File: src/hw/touch_pkg.sv
// Package with constants and types for the touch acquisition controller
package touch_pkg;
  localparam int unsigned CLOCK_HZ        = 250_000_000;
  localparam int unsigned NUM_KEYS        = 6;
  localparam int unsigned BASE_CYCLE_US   = 16_000;
  localparam int unsigned WAKE_SETTLE_US  = 500;
  localparam int unsigned SOFT_RESET_US   = 16_000;
  localparam int unsigned INIT_NACK_US    = 30_000;
  localparam int unsigned READY_DELAY_US  = 80_000;
  localparam int unsigned CYC_PER_US      = CLOCK_HZ / 1_000_000;
  localparam int unsigned BASE_CYCLE_CYC  = BASE_CYCLE_US * CYC_PER_US;
  localparam int unsigned WAKE_SETTLE_CYC = WAKE_SETTLE_US * CYC_PER_US;
  localparam int unsigned SOFT_RESET_CYC  = SOFT_RESET_US * CYC_PER_US;
  localparam int unsigned INIT_NACK_CYC   = INIT_NACK_US * CYC_PER_US;
  localparam int unsigned READY_DELAY_CYC = READY_DELAY_US * CYC_PER_US;
  localparam logic [7:0]  INTERVAL_SLEEP  = 8'h00;
  localparam logic [7:0]  INTERVAL_ONE    = 8'h01;
  localparam logic [7:0]  INTERVAL_FREE   = 8'hff;
  localparam logic [7:0]  INTERVAL_RESET  = 8'h02;
  localparam logic [10:0] BURST_MIN       = 11'h010;
  localparam logic [10:0] BURST_MAX       = 11'h600;
  localparam logic [7:0]  INTEGRATOR_RESET = 8'h04;
  localparam logic [5:0]  KEY_MASK_RESET  = 6'h3f;
  localparam logic [5:0]  GROUP_MASK_RESET = 6'h00;
  localparam logic [7:0]  THRESHOLD_RESET = 8'h0a;

  typedef logic [5:0]  key_vec_t;
  typedef logic [15:0] delta_t;
  typedef logic [10:0] burst_t;
  typedef logic [7:0]  byte_t;

  typedef enum logic [2:0]
  {
    ST_RESET_WAIT = 3'b000,
    ST_INIT_NACK  = 3'b001,
    ST_READY_WAIT = 3'b010,
    ST_IDLE       = 3'b011,
    ST_SETTLE     = 3'b100,
    ST_ACQUIRE    = 3'b101,
    ST_SOFT_RESET = 3'b110
  } seq_state_t;
endpackage

File: src/hw/key_bus_if.sv
// Interface carrying per-key measurements into the detect filter
`timescale 1ns/10ps
`default_nettype none
interface key_bus_if;
  import touch_pkg::*;
  logic     sample_valid;
  delta_t   delta [NUM_KEYS];
  key_vec_t enabled;
  logic     calibrating;
  key_vec_t detect;
  logic     any_integrating;
  modport source (output sample_valid, output delta, output enabled, output calibrating,
                  input detect, input any_integrating);
  modport filter (input sample_valid, input delta, input enabled, input calibrating,
                  output detect, output any_integrating);
endinterface
`default_nettype wire

File: src/hw/acq_scheduler.sv
// Base-cycle timer and interval counter for acquisition scheduling
`timescale 1ns/10ps
`default_nettype none
module acq_scheduler
  import touch_pkg::*;
#(
  parameter int unsigned BASE_CYCLES = BASE_CYCLE_CYC
)
(
  input  wire logic  clock,
  input  wire logic  reset,
  input  wire logic  run,
  input  wire byte_t interval,
  output logic       due
);
  logic [31:0] base_r;
  logic [31:0] base_nxt;
  byte_t       count_r;
  byte_t       count_nxt;
  logic        tick;

  // Base cycle of about 16 ms
  always_comb
  begin
    tick = (base_r == BASE_CYCLES - 1);
    base_nxt = (!run || tick) ? 32'h0 : base_r + 32'h1;
    count_nxt = count_r;
    due = 1'b0;
    if (!run || interval == INTERVAL_SLEEP)
      count_nxt = 8'h00;
    else if (interval == INTERVAL_FREE)
      due = 1'b1;
    else if (tick)
    begin
      if (count_r + 8'h01 >= interval)
      begin
        due = 1'b1;
        count_nxt = 8'h00;
      end
      else
        count_nxt = count_r + 8'h01;
    end
  end

  // Registers only
  always_ff @(posedge clock)
  begin
    if (reset)
    begin
      base_r <= 32'h0;
      count_r <= 8'h00;
    end
    else
    begin
      base_r <= base_nxt;
      count_r <= count_nxt;
    end
  end
endmodule
`default_nettype wire

File: src/hw/detect_filter.sv
// Per-key threshold and detect integrator with dominant-key group suppression
`timescale 1ns/10ps
`default_nettype none
module detect_filter
  import touch_pkg::*;
(
  input  wire logic       clock,
  input  wire logic       reset,
  input  wire byte_t      threshold [NUM_KEYS],
  input  wire byte_t      integrator_limit,
  input  wire key_vec_t   group_mask,
  key_bus_if.filter       kb
);
  byte_t    cnt_r [NUM_KEYS];
  byte_t    cnt_nxt [NUM_KEYS];
  key_vec_t raw_r;
  key_vec_t raw_nxt;
  key_vec_t det_r;
  key_vec_t det_nxt;
  key_vec_t over;
  int       winner;
  delta_t   best;

  // Threshold crossing, then integrate; release uses the fast integrator
  always_comb
  begin
    raw_nxt = raw_r;
    for (int k = 0; k < NUM_KEYS; k++)
    begin
      cnt_nxt[k] = cnt_r[k];
      over[k] = kb.enabled[k] && (kb.delta[k] >= {8'h00, threshold[k]});
      if (kb.calibrating || !kb.enabled[k])
      begin
        cnt_nxt[k] = 8'h00;
        raw_nxt[k] = 1'b0;
      end
      else if (kb.sample_valid)
      begin
        if (over[k] != raw_r[k])
        begin
          // Same count step whether or not another key is already in detect
          if (over[k] && (raw_r != 6'h00) && (cnt_r[k] + 8'h01 >= integrator_limit))
            cnt_nxt[k] = cnt_r[k] + 8'h01;
          else if (!over[k] || cnt_r[k] + 8'h01 < integrator_limit)
            cnt_nxt[k] = cnt_r[k] + 8'h01;
          if (!over[k])
          begin
            // Fast integrator ends a detection at once
            raw_nxt[k] = 1'b0;
            cnt_nxt[k] = 8'h00;
          end
          else if (cnt_r[k] + 8'h01 >= integrator_limit)
          begin
            raw_nxt[k] = 1'b1;
            cnt_nxt[k] = 8'h00;
          end
        end
        else
          cnt_nxt[k] = 8'h00;
      end
    end
  end

  // Largest delta in the group dominates, guards included
  always_comb
  begin
    winner = -1;
    best = 16'h0000;
    for (int k = 0; k < NUM_KEYS; k++)
      if (raw_nxt[k] && group_mask[k] && (winner < 0 || kb.delta[k] > best))
      begin
        winner = k;
        best = kb.delta[k];
      end
    for (int k = 0; k < NUM_KEYS; k++)
      det_nxt[k] = raw_nxt[k] && (!group_mask[k] || winner == k);
  end

  // Registers only
  always_ff @(posedge clock)
  begin
    if (reset)
    begin
      raw_r <= 6'h00;
      det_r <= 6'h00;
      for (int k = 0; k < NUM_KEYS; k++)
        cnt_r[k] <= 8'h00;
    end
    else
    begin
      raw_r <= raw_nxt;
      det_r <= det_nxt;
      cnt_r <= cnt_nxt;
    end
  end

  assign kb.detect = det_r;
  // Integration in progress forces one-cycle interval
  always_comb
  begin
    kb.any_integrating = 1'b0;
    for (int k = 0; k < NUM_KEYS; k++)
      if (cnt_r[k] != 8'h00)
        kb.any_integrating = 1'b1;
  end
endmodule
`default_nettype wire

File: src/hw/touch_acquisition_control.sv
// Top level: sequencer, calibration, status and change-notify line
`timescale 1ns/10ps
`default_nettype none
// Summary of operation
// - Acquisitions timed from a base cycle near 16 ms times the interval setting.
// - Interval zero sleeps: only a commanded calibration measures; detection status held, input status still follows the pins.
// - Interval 255 measures back to back, one idle clock apart, with no settle wait.
// - While calibrating or integrating, a nonzero interval is forced to one base cycle.
// - Group reports one touched key, the largest delta; others pushed out.
// - Group membership from group mask; other keys may detect together.
// - No automatic recalibration on long detect; host commands it.
// - Notify line low on status change, released when host reads status.
// - If status reverts before a read, line stays low until any read.
// - Only key-mask keys, input changes, start-up and calibration end assert the notify line.
// - Group key outside key mask is a silent guard suppressing others.
// - Nonzero reset byte write resets the device after about 16 ms.
// - After reset, slave address ignored for 30 ms.
// - 80 ms later assert notify, calibrate, assert notify again when done.
// - Nonzero calibration byte write starts a recalibration at any time.
// - Calibration checks burst length to enable or ignore each key.
// - Burst outside 16..1536 disables key until calibration; its signal reads zero.
// - Enabled-key count reported, updated after each calibration.
// - Touch needs threshold crossing held for a count, per-key threshold.
// - Programmable consecutive samples to detect; fast integrator ends detection.
// - No fast start when another key is already in detect; here any integration forces one base cycle regardless.
// - After waking from sleep or low power, wait 500 us before acquiring.
module touch_acquisition_control
  import touch_pkg::*;
#(
  parameter int unsigned BASE_CYCLES  = touch_pkg::BASE_CYCLE_CYC,
  parameter int unsigned SETTLE_CYCLES = touch_pkg::WAKE_SETTLE_CYC,
  parameter int unsigned SOFT_CYCLES  = touch_pkg::SOFT_RESET_CYC,
  parameter int unsigned NACK_CYCLES  = touch_pkg::INIT_NACK_CYC,
  parameter int unsigned READY_CYCLES = touch_pkg::READY_DELAY_CYC
)
(
  input  wire logic              clock,
  input  wire logic              reset,
  input  wire touch_pkg::byte_t  interval_setting,
  input  wire touch_pkg::key_vec_t key_mask,
  input  wire touch_pkg::key_vec_t group_mask,
  input  wire touch_pkg::byte_t  threshold [touch_pkg::NUM_KEYS],
  input  wire touch_pkg::byte_t  integrator_limit,
  input  wire logic              reset_byte_write,
  input  wire touch_pkg::byte_t  reset_byte_data,
  input  wire logic              cal_byte_write,
  input  wire touch_pkg::byte_t  cal_byte_data,
  input  wire logic              status_read,
  input  wire logic              any_read,
  input  wire logic [6:0]        input_port_pins,
  output logic                   acquire_start,
  input  wire logic              acquire_done,
  input  wire touch_pkg::delta_t meas_delta [touch_pkg::NUM_KEYS],
  input  wire touch_pkg::burst_t meas_burst [touch_pkg::NUM_KEYS],
  output touch_pkg::key_vec_t    detection_status,
  output logic [6:0]             input_status,
  output logic [2:0]             enabled_key_count,
  output touch_pkg::key_vec_t    enabled_keys,
  output touch_pkg::delta_t      signal_value [touch_pkg::NUM_KEYS],
  output logic                   calibrating,
  output logic                   address_ack_enable,
  output logic                   change_notify_line_out,
  output logic                   change_notify_line_oe
);
  import touch_pkg::*;

  key_bus_if kb ();

  // Counts how many bits of a key vector are set
  function automatic logic [2:0] popcount(input key_vec_t v);
    logic [2:0] n;
    n = 3'h0;
    for (int i = 0; i < NUM_KEYS; i++)
      n = n + {2'b00, v[i]};
    return n;
  endfunction

  seq_state_t  state_r;
  seq_state_t  state_nxt;
  logic [31:0] timer_r;
  logic [31:0] timer_nxt;
  logic        cal_r;
  logic        cal_nxt;
  logic        cal_pending_r;
  logic        cal_pending_nxt;
  key_vec_t    en_r;
  key_vec_t    en_nxt;
  logic [2:0]  count_r;
  logic [2:0]  count_nxt;
  logic        notify_r;
  logic        notify_nxt;
  key_vec_t    det_snap_r;
  key_vec_t    det_snap_nxt;
  logic [6:0]  in_snap_r;
  logic [6:0]  in_snap_nxt;
  logic [6:0]  pin_meta_r;
  logic [6:0]  pin_sync_r;
  logic        sample_r;
  logic        sample_nxt;
  logic        asleep_r;
  logic        asleep_nxt;
  delta_t      sig_r [NUM_KEYS];
  delta_t      sig_nxt [NUM_KEYS];
  byte_t       eff_interval;
  logic        due;
  logic        run;
  logic        cal_cmd;

  // Pin inputs pass two flops before use
  always_ff @(posedge clock)
  begin
    if (reset)
    begin
      pin_meta_r <= 7'h00;
      pin_sync_r <= 7'h00;
    end
    else
    begin
      pin_meta_r <= input_port_pins;
      pin_sync_r <= pin_meta_r;
    end
  end

  // Forced single base cycle keeps calibration and integration responsive
  always_comb
  begin
    if (interval_setting != INTERVAL_SLEEP && (cal_r || kb.any_integrating))
      eff_interval = INTERVAL_ONE;
    else
      eff_interval = interval_setting;
  end

  assign run = (state_r == ST_IDLE);

  acq_scheduler #(
    .BASE_CYCLES (BASE_CYCLES)
  ) u_sched (
    .clock    (clock),
    .reset    (reset),
    .run      (run),
    .interval (eff_interval),
    .due      (due)
  );

  assign kb.sample_valid = sample_r;
  assign kb.enabled      = en_r;
  assign kb.calibrating  = cal_r;
  always_comb
  begin
    for (int k = 0; k < NUM_KEYS; k++)
      kb.delta[k] = sig_r[k];
  end

  detect_filter u_filter (
    .clock            (clock),
    .reset            (reset),
    .threshold        (threshold),
    .integrator_limit (integrator_limit),
    .group_mask       (group_mask),
    .kb               (kb)
  );

  assign cal_cmd = cal_byte_write && (cal_byte_data != 8'h00);

  // Sequencer: reset wait, init window, ready delay, then acquisition loop
  always_comb
  begin
    state_nxt = state_r;
    timer_nxt = timer_r + 32'h1;
    cal_nxt = cal_r;
    cal_pending_nxt = cal_pending_r || cal_cmd;
    en_nxt = en_r;
    count_nxt = count_r;
    sample_nxt = 1'b0;
    asleep_nxt = asleep_r;
    notify_nxt = notify_r;
    acquire_start = 1'b0;
    for (int k = 0; k < NUM_KEYS; k++)
      sig_nxt[k] = sig_r[k];
    case (state_r)
      ST_RESET_WAIT:
      begin
        state_nxt = ST_INIT_NACK;
        timer_nxt = 32'h0;
      end
      ST_INIT_NACK:
        if (timer_r >= NACK_CYCLES - 1)
        begin
          state_nxt = ST_READY_WAIT;
          timer_nxt = 32'h0;
        end
      ST_READY_WAIT:
        if (timer_r >= READY_CYCLES - 1)
        begin
          notify_nxt = 1'b1;
          cal_pending_nxt = 1'b1;
          state_nxt = ST_IDLE;
        end
      ST_IDLE:
        if (cal_pending_r || due)
        begin
          // Calibration is always acquired promptly, even asleep
          if (cal_pending_r)
          begin
            cal_nxt = 1'b1;
            cal_pending_nxt = cal_cmd;
          end
          state_nxt = (asleep_r || interval_setting != INTERVAL_FREE) ? ST_SETTLE : ST_ACQUIRE;
          timer_nxt = 32'h0;
        end
        else if (interval_setting == INTERVAL_SLEEP)
          asleep_nxt = 1'b1;
      ST_SETTLE:
        if (timer_r >= SETTLE_CYCLES - 1)
        begin
          asleep_nxt = 1'b0;
          state_nxt = ST_ACQUIRE;
          acquire_start = 1'b1;
        end
      ST_ACQUIRE:
        if (acquire_done)
        begin
          state_nxt = ST_IDLE;
          for (int k = 0; k < NUM_KEYS; k++)
          begin
            if (cal_r)
              en_nxt[k] = (meas_burst[k] >= BURST_MIN) && (meas_burst[k] <= BURST_MAX);
            sig_nxt[k] = (cal_r ? en_nxt[k] : en_r[k]) ? meas_delta[k] : 16'h0000;
          end
          if (cal_r)
          begin
            count_nxt = popcount(en_nxt);
            cal_nxt = 1'b0;
            notify_nxt = 1'b1;
          end
          else
            sample_nxt = 1'b1;
        end
        else if (timer_r == 32'h0)
          acquire_start = 1'b1;
      ST_SOFT_RESET:
        if (timer_r >= SOFT_CYCLES - 1)
        begin
          state_nxt = ST_RESET_WAIT;
          cal_nxt = 1'b0;
          cal_pending_nxt = 1'b0;
          en_nxt = KEY_MASK_RESET;
          count_nxt = 3'h0;
          asleep_nxt = 1'b0;
          for (int k = 0; k < NUM_KEYS; k++)
            sig_nxt[k] = 16'h0000;
        end
      default:
        state_nxt = ST_RESET_WAIT;
    endcase
    if (reset_byte_write && reset_byte_data != 8'h00 && state_r != ST_SOFT_RESET)
    begin
      state_nxt = ST_SOFT_RESET;
      timer_nxt = 32'h0;
    end
    // Change of masked detection or inputs since the snapshot; set wins over any_read, but a status_read in the same cycle clears
    if (((kb.detect & key_mask) != (det_snap_nxt & key_mask)) || (pin_sync_r != in_snap_nxt))
      notify_nxt = 1'b1;
    else if (status_read || any_read)
      notify_nxt = 1'b0;
  end

  // Snapshots hold what the host last saw; reverted changes keep the line low
  always_comb
  begin
    det_snap_nxt = det_snap_r;
    in_snap_nxt = in_snap_r;
    if (status_read)
    begin
      det_snap_nxt = kb.detect;
      in_snap_nxt = pin_sync_r;
    end
  end

  // Registers only
  always_ff @(posedge clock)
  begin
    if (reset)
    begin
      state_r <= ST_RESET_WAIT;
      timer_r <= 32'h0;
      cal_r <= 1'b0;
      cal_pending_r <= 1'b0;
      en_r <= KEY_MASK_RESET;
      count_r <= 3'h0;
      notify_r <= 1'b0;
      det_snap_r <= 6'h00;
      in_snap_r <= 7'h00;
      sample_r <= 1'b0;
      asleep_r <= 1'b0;
      for (int k = 0; k < NUM_KEYS; k++)
        sig_r[k] <= 16'h0000;
    end
    else
    begin
      state_r <= state_nxt;
      timer_r <= timer_nxt;
      cal_r <= cal_nxt;
      cal_pending_r <= cal_pending_nxt;
      en_r <= en_nxt;
      count_r <= count_nxt;
      notify_r <= notify_nxt;
      det_snap_r <= det_snap_nxt;
      in_snap_r <= in_snap_nxt;
      sample_r <= sample_nxt;
      asleep_r <= asleep_nxt;
      sig_r <= sig_nxt;
    end
  end

  // Outputs; no automatic recalibration on long detection
  assign detection_status       = kb.detect;
  assign input_status           = pin_sync_r;
  assign enabled_key_count      = count_r;
  assign enabled_keys           = en_r;
  assign signal_value           = sig_r;
  assign calibrating            = cal_r;
  assign address_ack_enable     = (state_r != ST_RESET_WAIT) && (state_r != ST_INIT_NACK)
                                  && (state_r != ST_SOFT_RESET);
  assign change_notify_line_out = 1'b0;
  assign change_notify_line_oe  = notify_r;
endmodule
`default_nettype wire

File: config.mk
export PLATFORM = sky130hd
export DESIGN_NAME = touch_acquisition_control
export DESIGN_NICKNAME = d
export VERILOG_FILES = /design/src/hw/touch_pkg.sv /design/src/hw/key_bus_if.sv /design/src/hw/acq_scheduler.sv /design/src/hw/detect_filter.sv /design/src/hw/touch_acquisition_control.sv
export SDC_FILE = /design/constraint.sdc
export NUM_CORES = 1
export LEC_CHECK = 0
export ABC_AREA = 1
export ABC_CLOCK_PERIOD_IN_PS = 13900
export BUFFER_PORTS_ARGS = -buffer_cell sky130_fd_sc_hd__buf_2
export CAP_MARGIN = 10
export CORE_ASPECT_RATIO = 0.5
export CORE_MARGIN = 1.5
export CORE_UTILIZATION = 30
export DETAILED_ROUTE_END_ITERATION = 10
export HOLD_SLACK_MARGIN = 0.03
export PLACE_DENSITY_LB_ADDON = 0.2
export SKIP_CTS_REPAIR_TIMING = 1
export SYNTH_ARGS = -nofsm -noshare
export SYNTH_HDL_FRONTEND = slang
export SYNTH_SLANG_ARGS = --single-unit
File: constraint.sdc
create_clock -name clock -period 13.9 [get_ports clock]
set_input_delay 2.78 -clock clock [delete_from_list [all_inputs] [get_ports clock]]
set_output_delay 2.78 -clock clock [all_outputs]
set_load 0.005 [all_outputs]
* Word level (Yosys, flattened, before mapping) *
Index checks and enable logic that the tools add are counted.
W data, S select, Z words.

operators by class
  eq/ne operators = 49
  multiplexer cells = 161
  bitwise operators = 5
  reduce and logical (&&, ||, !) cells = 141
  $add $sub $neg = 14
  order comparisons = 45

operators with widths
  cell                     number
  $mux W32                 8
  $mux W8                  32
  $mux W96                 2
  $pmux W96 S2             1
  $mux W16                 11
  $lt A32 B1 Y1 const B    5
  $ge A16 B8 Y1            6
  $pmux W32 S3             1
  $mux W1                  85
  $gt A16 B16 Y1           5
  $reduce_bool A8 Y1       9
  $ge A11 B5 Y1 const B    6
  $le A11 B11 Y1 const B   6
  $add A32 B1 Y32 const B  2
  $eq A32 B3 Y1 const B    2
  $eq A32 B4 Y1 const B    2
  $logic_not A32 Y1        2
  $add A8 B1 Y8 const B    7
  $ge A8 B8 Y1             7
  $lt A8 B8 Y1             6
  $logic_and A1 B1 Y1      47
  $eq A32 B2 Y1 const B    1
  $eq A32 B22 Y1 const B   1
  $ge A32 B17 Y1 const B   1
  other kinds (44)         160

word-level totals
  output and inout port bits = 123
  register bits after elaboration = 272

* Longest topological paths before layout *
  word-level depth = 32
  gate-level depth with buffers = 88
  depth with buffers taken out = 84

* Modules after synthesis *
A second synthesis with hierarchy kept.

unflattened totals
  cell total of the unflattened synthesis = 2,911
  area, all modules = 19,362.3 um2

by module, submodules not included
  module                     sequential area each (um2)  area an instance (um2)  cells each  times used
  detect_filter              1,201.2                     8,868.5                 1,368       1
  touch_acquisition_control  3,443.3                     7,942.6                 1,139       1
  acq_scheduler              800.8                       2,551.2                 404         1

* Worst setup path after synthesis *
No wires, ideal clock.

  path type = in2reg
  from = input port integrator_limit[7]
  to = register u_filter.det_r[2] (netlist: u_filter.kb.detect[2])
  arrival = 10.752 ns
  path buffers = 6
  setup slack = 3.073 ns
  library setup time = 0.076 ns
  cell stages on the path = 76
  path through = inv_1 > ha_1 > nand2_1 > nor2_1 > nand4_1 > nand3_1 > nand2_1 > nand2_1 > nand3_2 > buf_6 > buf_2 > nor2_1 > inv_1 > ha_1 > nand2_1 > nor4_1 > nand2_1 > nand2_1 > [... 40 more ...] > nand2_1 > nand2_1 > nand2_1 > nand2_1 > buf_2 > nand3_1 > o21ai_0 > ha_1 > nand2_1 > inv_1 > nand3_1 > nor2_1 > nand4_1 > o21ai_0 > nand2_1 > nand2_1 > nand4_1 > a21boi_0

between the ends
  cells in the longest elaborated chain, start to end = 31
  elaborated cells on any way between the ends = 76
  classes of those cells = 16 x order compare; 1 x eq/ne; 41 x mux; 18 x reduce/logical

RTL lines
  what                                                    line                             source
  start: declaration                                      touch_acquisition_control.sv:43  input wire touch_pkg::byte_t integrator_limit,
  $ge A8 B8 Y1                                            detect_filter.sv:52              else if (cnt_r[k] + 8'h01 >= integrator_limit)
  $mux W1                                                 detect_filter.sv:52
  $mux W1                                                 detect_filter.sv:46              if (!over[k])
  $mux W1                                                 detect_filter.sv:39              if (over[k] != raw_r[k])
  $mux W1                                                 detect_filter.sv:37              else if (kb.sample_valid)
  $mux W1                                                 detect_filter.sv:32              if (kb.calibrating || !kb.enabled[k])
  $logic_and A1 B1 Y1                                     detect_filter.sv:70              if (raw_nxt[k] && group_mask[k] && (winner < 0 || kb.delta[k] > best))
  $mux W32 / $mux W16 (equally long branches)             detect_filter.sv:70
  [... 15 more ...]                                       n/a
  $mux W32 / $mux W16 (equally long branches)             detect_filter.sv:70
  $lt A32 B1 Y1 / $gt A16 B16 Y1 (equally long branches)  detect_filter.sv:70
  $logic_or A1 B1 Y1                                      detect_filter.sv:70
  $logic_and A1 B1 Y1                                     detect_filter.sv:70
  $mux W32                                                detect_filter.sv:70
  $eq A32 B3 Y1                                           detect_filter.sv:76              det_nxt[k] = raw_nxt[k] && (!group_mask[k] || winner == k);
  $logic_or A1 B1 Y1                                      detect_filter.sv:76
  $logic_and A1 B1 Y1 *                                   detect_filter.sv:76
  end signal: assignment                                  detect_filter.sv:92              det_r <= det_nxt;
  end: declaration                                        detect_filter.sv:18              key_vec_t det_r;

Every way passes the cells marked *; elsewhere a longest branch is shown, timed or not.
A chain may end at the register's enable or synchronous reset.

* Worst setup path after layout *
  from = input port integrator_limit[1]
  to = register u_filter.det_r[2] (netlist: u_filter.kb.detect[2])

The elaborated chain is that of the path after synthesis.

==> summary.txt <==
Status
  • Status: finished, final reports clean

Synth
  • Cell Area, Synth: 18500 µm²
  • Top cells by area, synth: dfxtp_1 29%, ha_1 14%, nand2_1 12%
  • Post-synth ARST share: 0%
  • Cells after Synth: 2705
  • Dominant synthesized flop cell: dfxtp_1
  • Synthesized area per cell: 6.85 µm²
  • Sequential-to-total area share from yosys stat: 29.4%
  • Yosys top cell by area: dfxtp_1
  • Ys Warns: 0
  • EDFF count, synth: 0
  • Top cell type's share of synthesized area: 29.4%
  • Yosys cell types: 62
  • Synth Register Bits: 272
  • Post-Syn Nets: 3177

Placed design
  • Port Buffer Count: 389
  • Routability Congestion: 0.900
  • DP Area: 21300 µm²
  • HPWL after DPL: 50.3 mm

Global route
  • Initial antenna violation count: 3
  • Vias in the first global route: 17800
  • First-pass GRT wire length: 98.6 mm
  • Largest net degree at the start of global routing: 97
  • Total GRT Usage: 19.5%
  • GR Overflow Total: 0

Critical path
  • Cell mode on critical path: nand2_1
  • Crit path capture type: flop
  • Startpoint class of the critical path: input pin
  • CP Class: in2reg
  • Slowest cell delay on critical path: 350 ps
  • Crit path arrival time: 13060 ps
  • Max FO, Critical Path: 28
  • Worst Path Required: 14390 ps
  • Critical path's slowest cell: ha_1

Timing
  • Skew final: 18.4 ps
  • Hold Violations, Final: 0
  • RSZ-0062 raised after global routing: no
  • Setup violators final: 0
  • Fin. max-slew vios: 0
  • Final setup TNS: 0 ps
  • Fmax: 79.6 MHz
  • Worst-Margin Slew: 1180 ps
  • Period Utilization, post-route: 90.4%
  • Minimum clock period: 12570 ps
  • Relative slew slack: 20.7%

Cells and area
  • Synth-to-layout area growth: 20.4%
  • Final Instance Area: 22300 µm²
  • Commonest non-fill, non-tap cells in the layout: 576 x nand2_1, 388 x buf_2, 331 x inv_1
  • Leading cell type in the layout, fill and taps excluded: nand2_1
  • Final Util: 36.5%
  • Layout Nets: 3538
  • Layout cell share with drive strength beyond 1: 17.3%
  • Fill count: 6597

Floorplanning
  • I/O Pins: 391
  • Initial core utilization: 30.3%
  • Core area: 61100 µm²
  • Die Wd: 355 µm
  • Die height: 179 µm
  • Rows: 64
  • Die footprint: 63400 µm²

Job
  • Max-cap viol count: 0

Power and ir drop
  • Psw: 771 µW
  • Sw Share: 34.5%
  • Pwr per Cell Area: 100 nW/µm²
  • Design Power: 2.23 mW
  • P_leak: 10.5 nW
  • Peak supply drop: 0.104 mV
  • Pint: 1.46 mW
  • Clk pwr share: 36.7%
  • Combinational share of power: 25.3%
  • Sequential power share: 38.0%

Drt
  • Drt total wl: 63.5 mm
  • Drt wl/cell: 16.2 µm
  • DR iter-0 viols: 1160
  • Via count: 18900
  • DRC Markers: 0
  • ANT nets after route: 0
  • Drt first pass iters: 5
  • DR vias/cell: 4.82

CTS
  • Clock Latency Late Sink: 580 ps
  • Clock buffer count from CTS: 30
  • Longest Clk Path Bufs: 3
  • CTS H-tree depth: 1
  • Clock Tree Root: clkbuf_16
  • TritonCTS clock tree: done
  • Sinks on Clock Net: 272
  • Clock slew at reported path FFs: 60 ps

Hold path
  • Hold WC Path Type: reg2reg
## synth_stat cells (18+ instances only)
master      n
buf_2      19
clkbuf_1   44
o21ai_0    76
nor3_1     45
inv_1     331
xor2_1     43
a21oi_1   267
nor4_1     37
ha_1      201
nand2_1   577
nand3_1   250
dfxtp_1   272
nor2_1    242
and2_1     18
a211oi_1   27
inv_2      21
nand4_1    53
## sequential cells by signal, indices dropped and copies added (netlist names), 6 cells and up
signal	flops
u_sched.base_r	32
signal_value	96
input_status	7
pin_meta_r	7
enabled_keys	6
timer_r	32
u_filter.cnt_r	48
u_filter.raw_r	6
in_snap_r	7
u_filter.kb.detect	6
det_snap_r	6
u_sched.count_r	8
## final cells by class
type | instances | area, µm² | area share [%]
Antenna cell | 4 | 10.0 | 0.0449
Clock buffer | 36 | 805 | 3.61
Clock inverter | 19 | 188 | 0.841
Inverter | 355 | 1340 | 5.98
Multi-Input combinational cell | 2003 | 11400 | 51.2
Sequential cell | 272 | 5450 | 24.4
Tap cell | 825 | 1030 | 4.63
Timing Repair Buffer | 404 | 2060 | 9.24
## logic make-up after synthesis
group	Yosys count	synth area share, %
and+or+nand+nor	1306	31.9
muxes	3	0.162
adders and majority gates	204	13.9
xor gates and xnor gates	59	2.79
buffers and inverters	430	9.07
other	1	0.0202
AOI/OAI and AO/OA	430	12.7
DFF	272	29.4
## critical path, delay by kind of cell
family	cells	cell delay (ps)
buffers and inverters	11	1420
AO/OA/AOI/OAI	8	1260
adder cells (fa/ha/maj)	6	1750
AND/OR/NAND/NOR	51	5820
## per-stage QoR
step	hold WS, ps	worst slack, ps	instances
floorplan	388	3070	2705
global placement	390	578	3859
detailed placement	392	433	3859
CTS	405	1000	3914
global route	418	141	3916
finish	403	1330	3918
## power by group through the flow
stage               clock [mW]  sequential [mW]  combinational (mW)
floorplan                    0            0.850               0.331
global placement             0            0.865               0.561
detailed placement           0            0.864               0.562
CTS                      0.841            0.847               0.564
global route             0.877            0.851               0.632
finish                   0.820            0.847               0.564
## worst paths after layout
| check | startpoint | to | slack (ps) | depth (start not counted) |
|---|---|---|---|---|
| worst max-delay path | integrator_limit[1] | u_filter.kb.detect[2] | 1330 | 76 |
| worst min-delay path | pin_meta_r[1] | input_status[1] | 400 | 2 |
| worst max register to register | u_filter.cnt_r[40] | u_filter.kb.detect[2] | 2690 | 76 |
| worst min register to register | pin_meta_r[1] | input_status[1] | 400 | 2 |
## routing by layer
metal	wire length, µm	global-route usage [%]	vias up	share of wire, %
met5	0	0	-	0
met4	1030	3.83	0	1.6
met3	1830	1.90	64	2.9
met2	30900	34.2	271	49
met1	29700	26.0	8812	47
li1	-	-	9735	-
(Power assumes the default switching activity.)
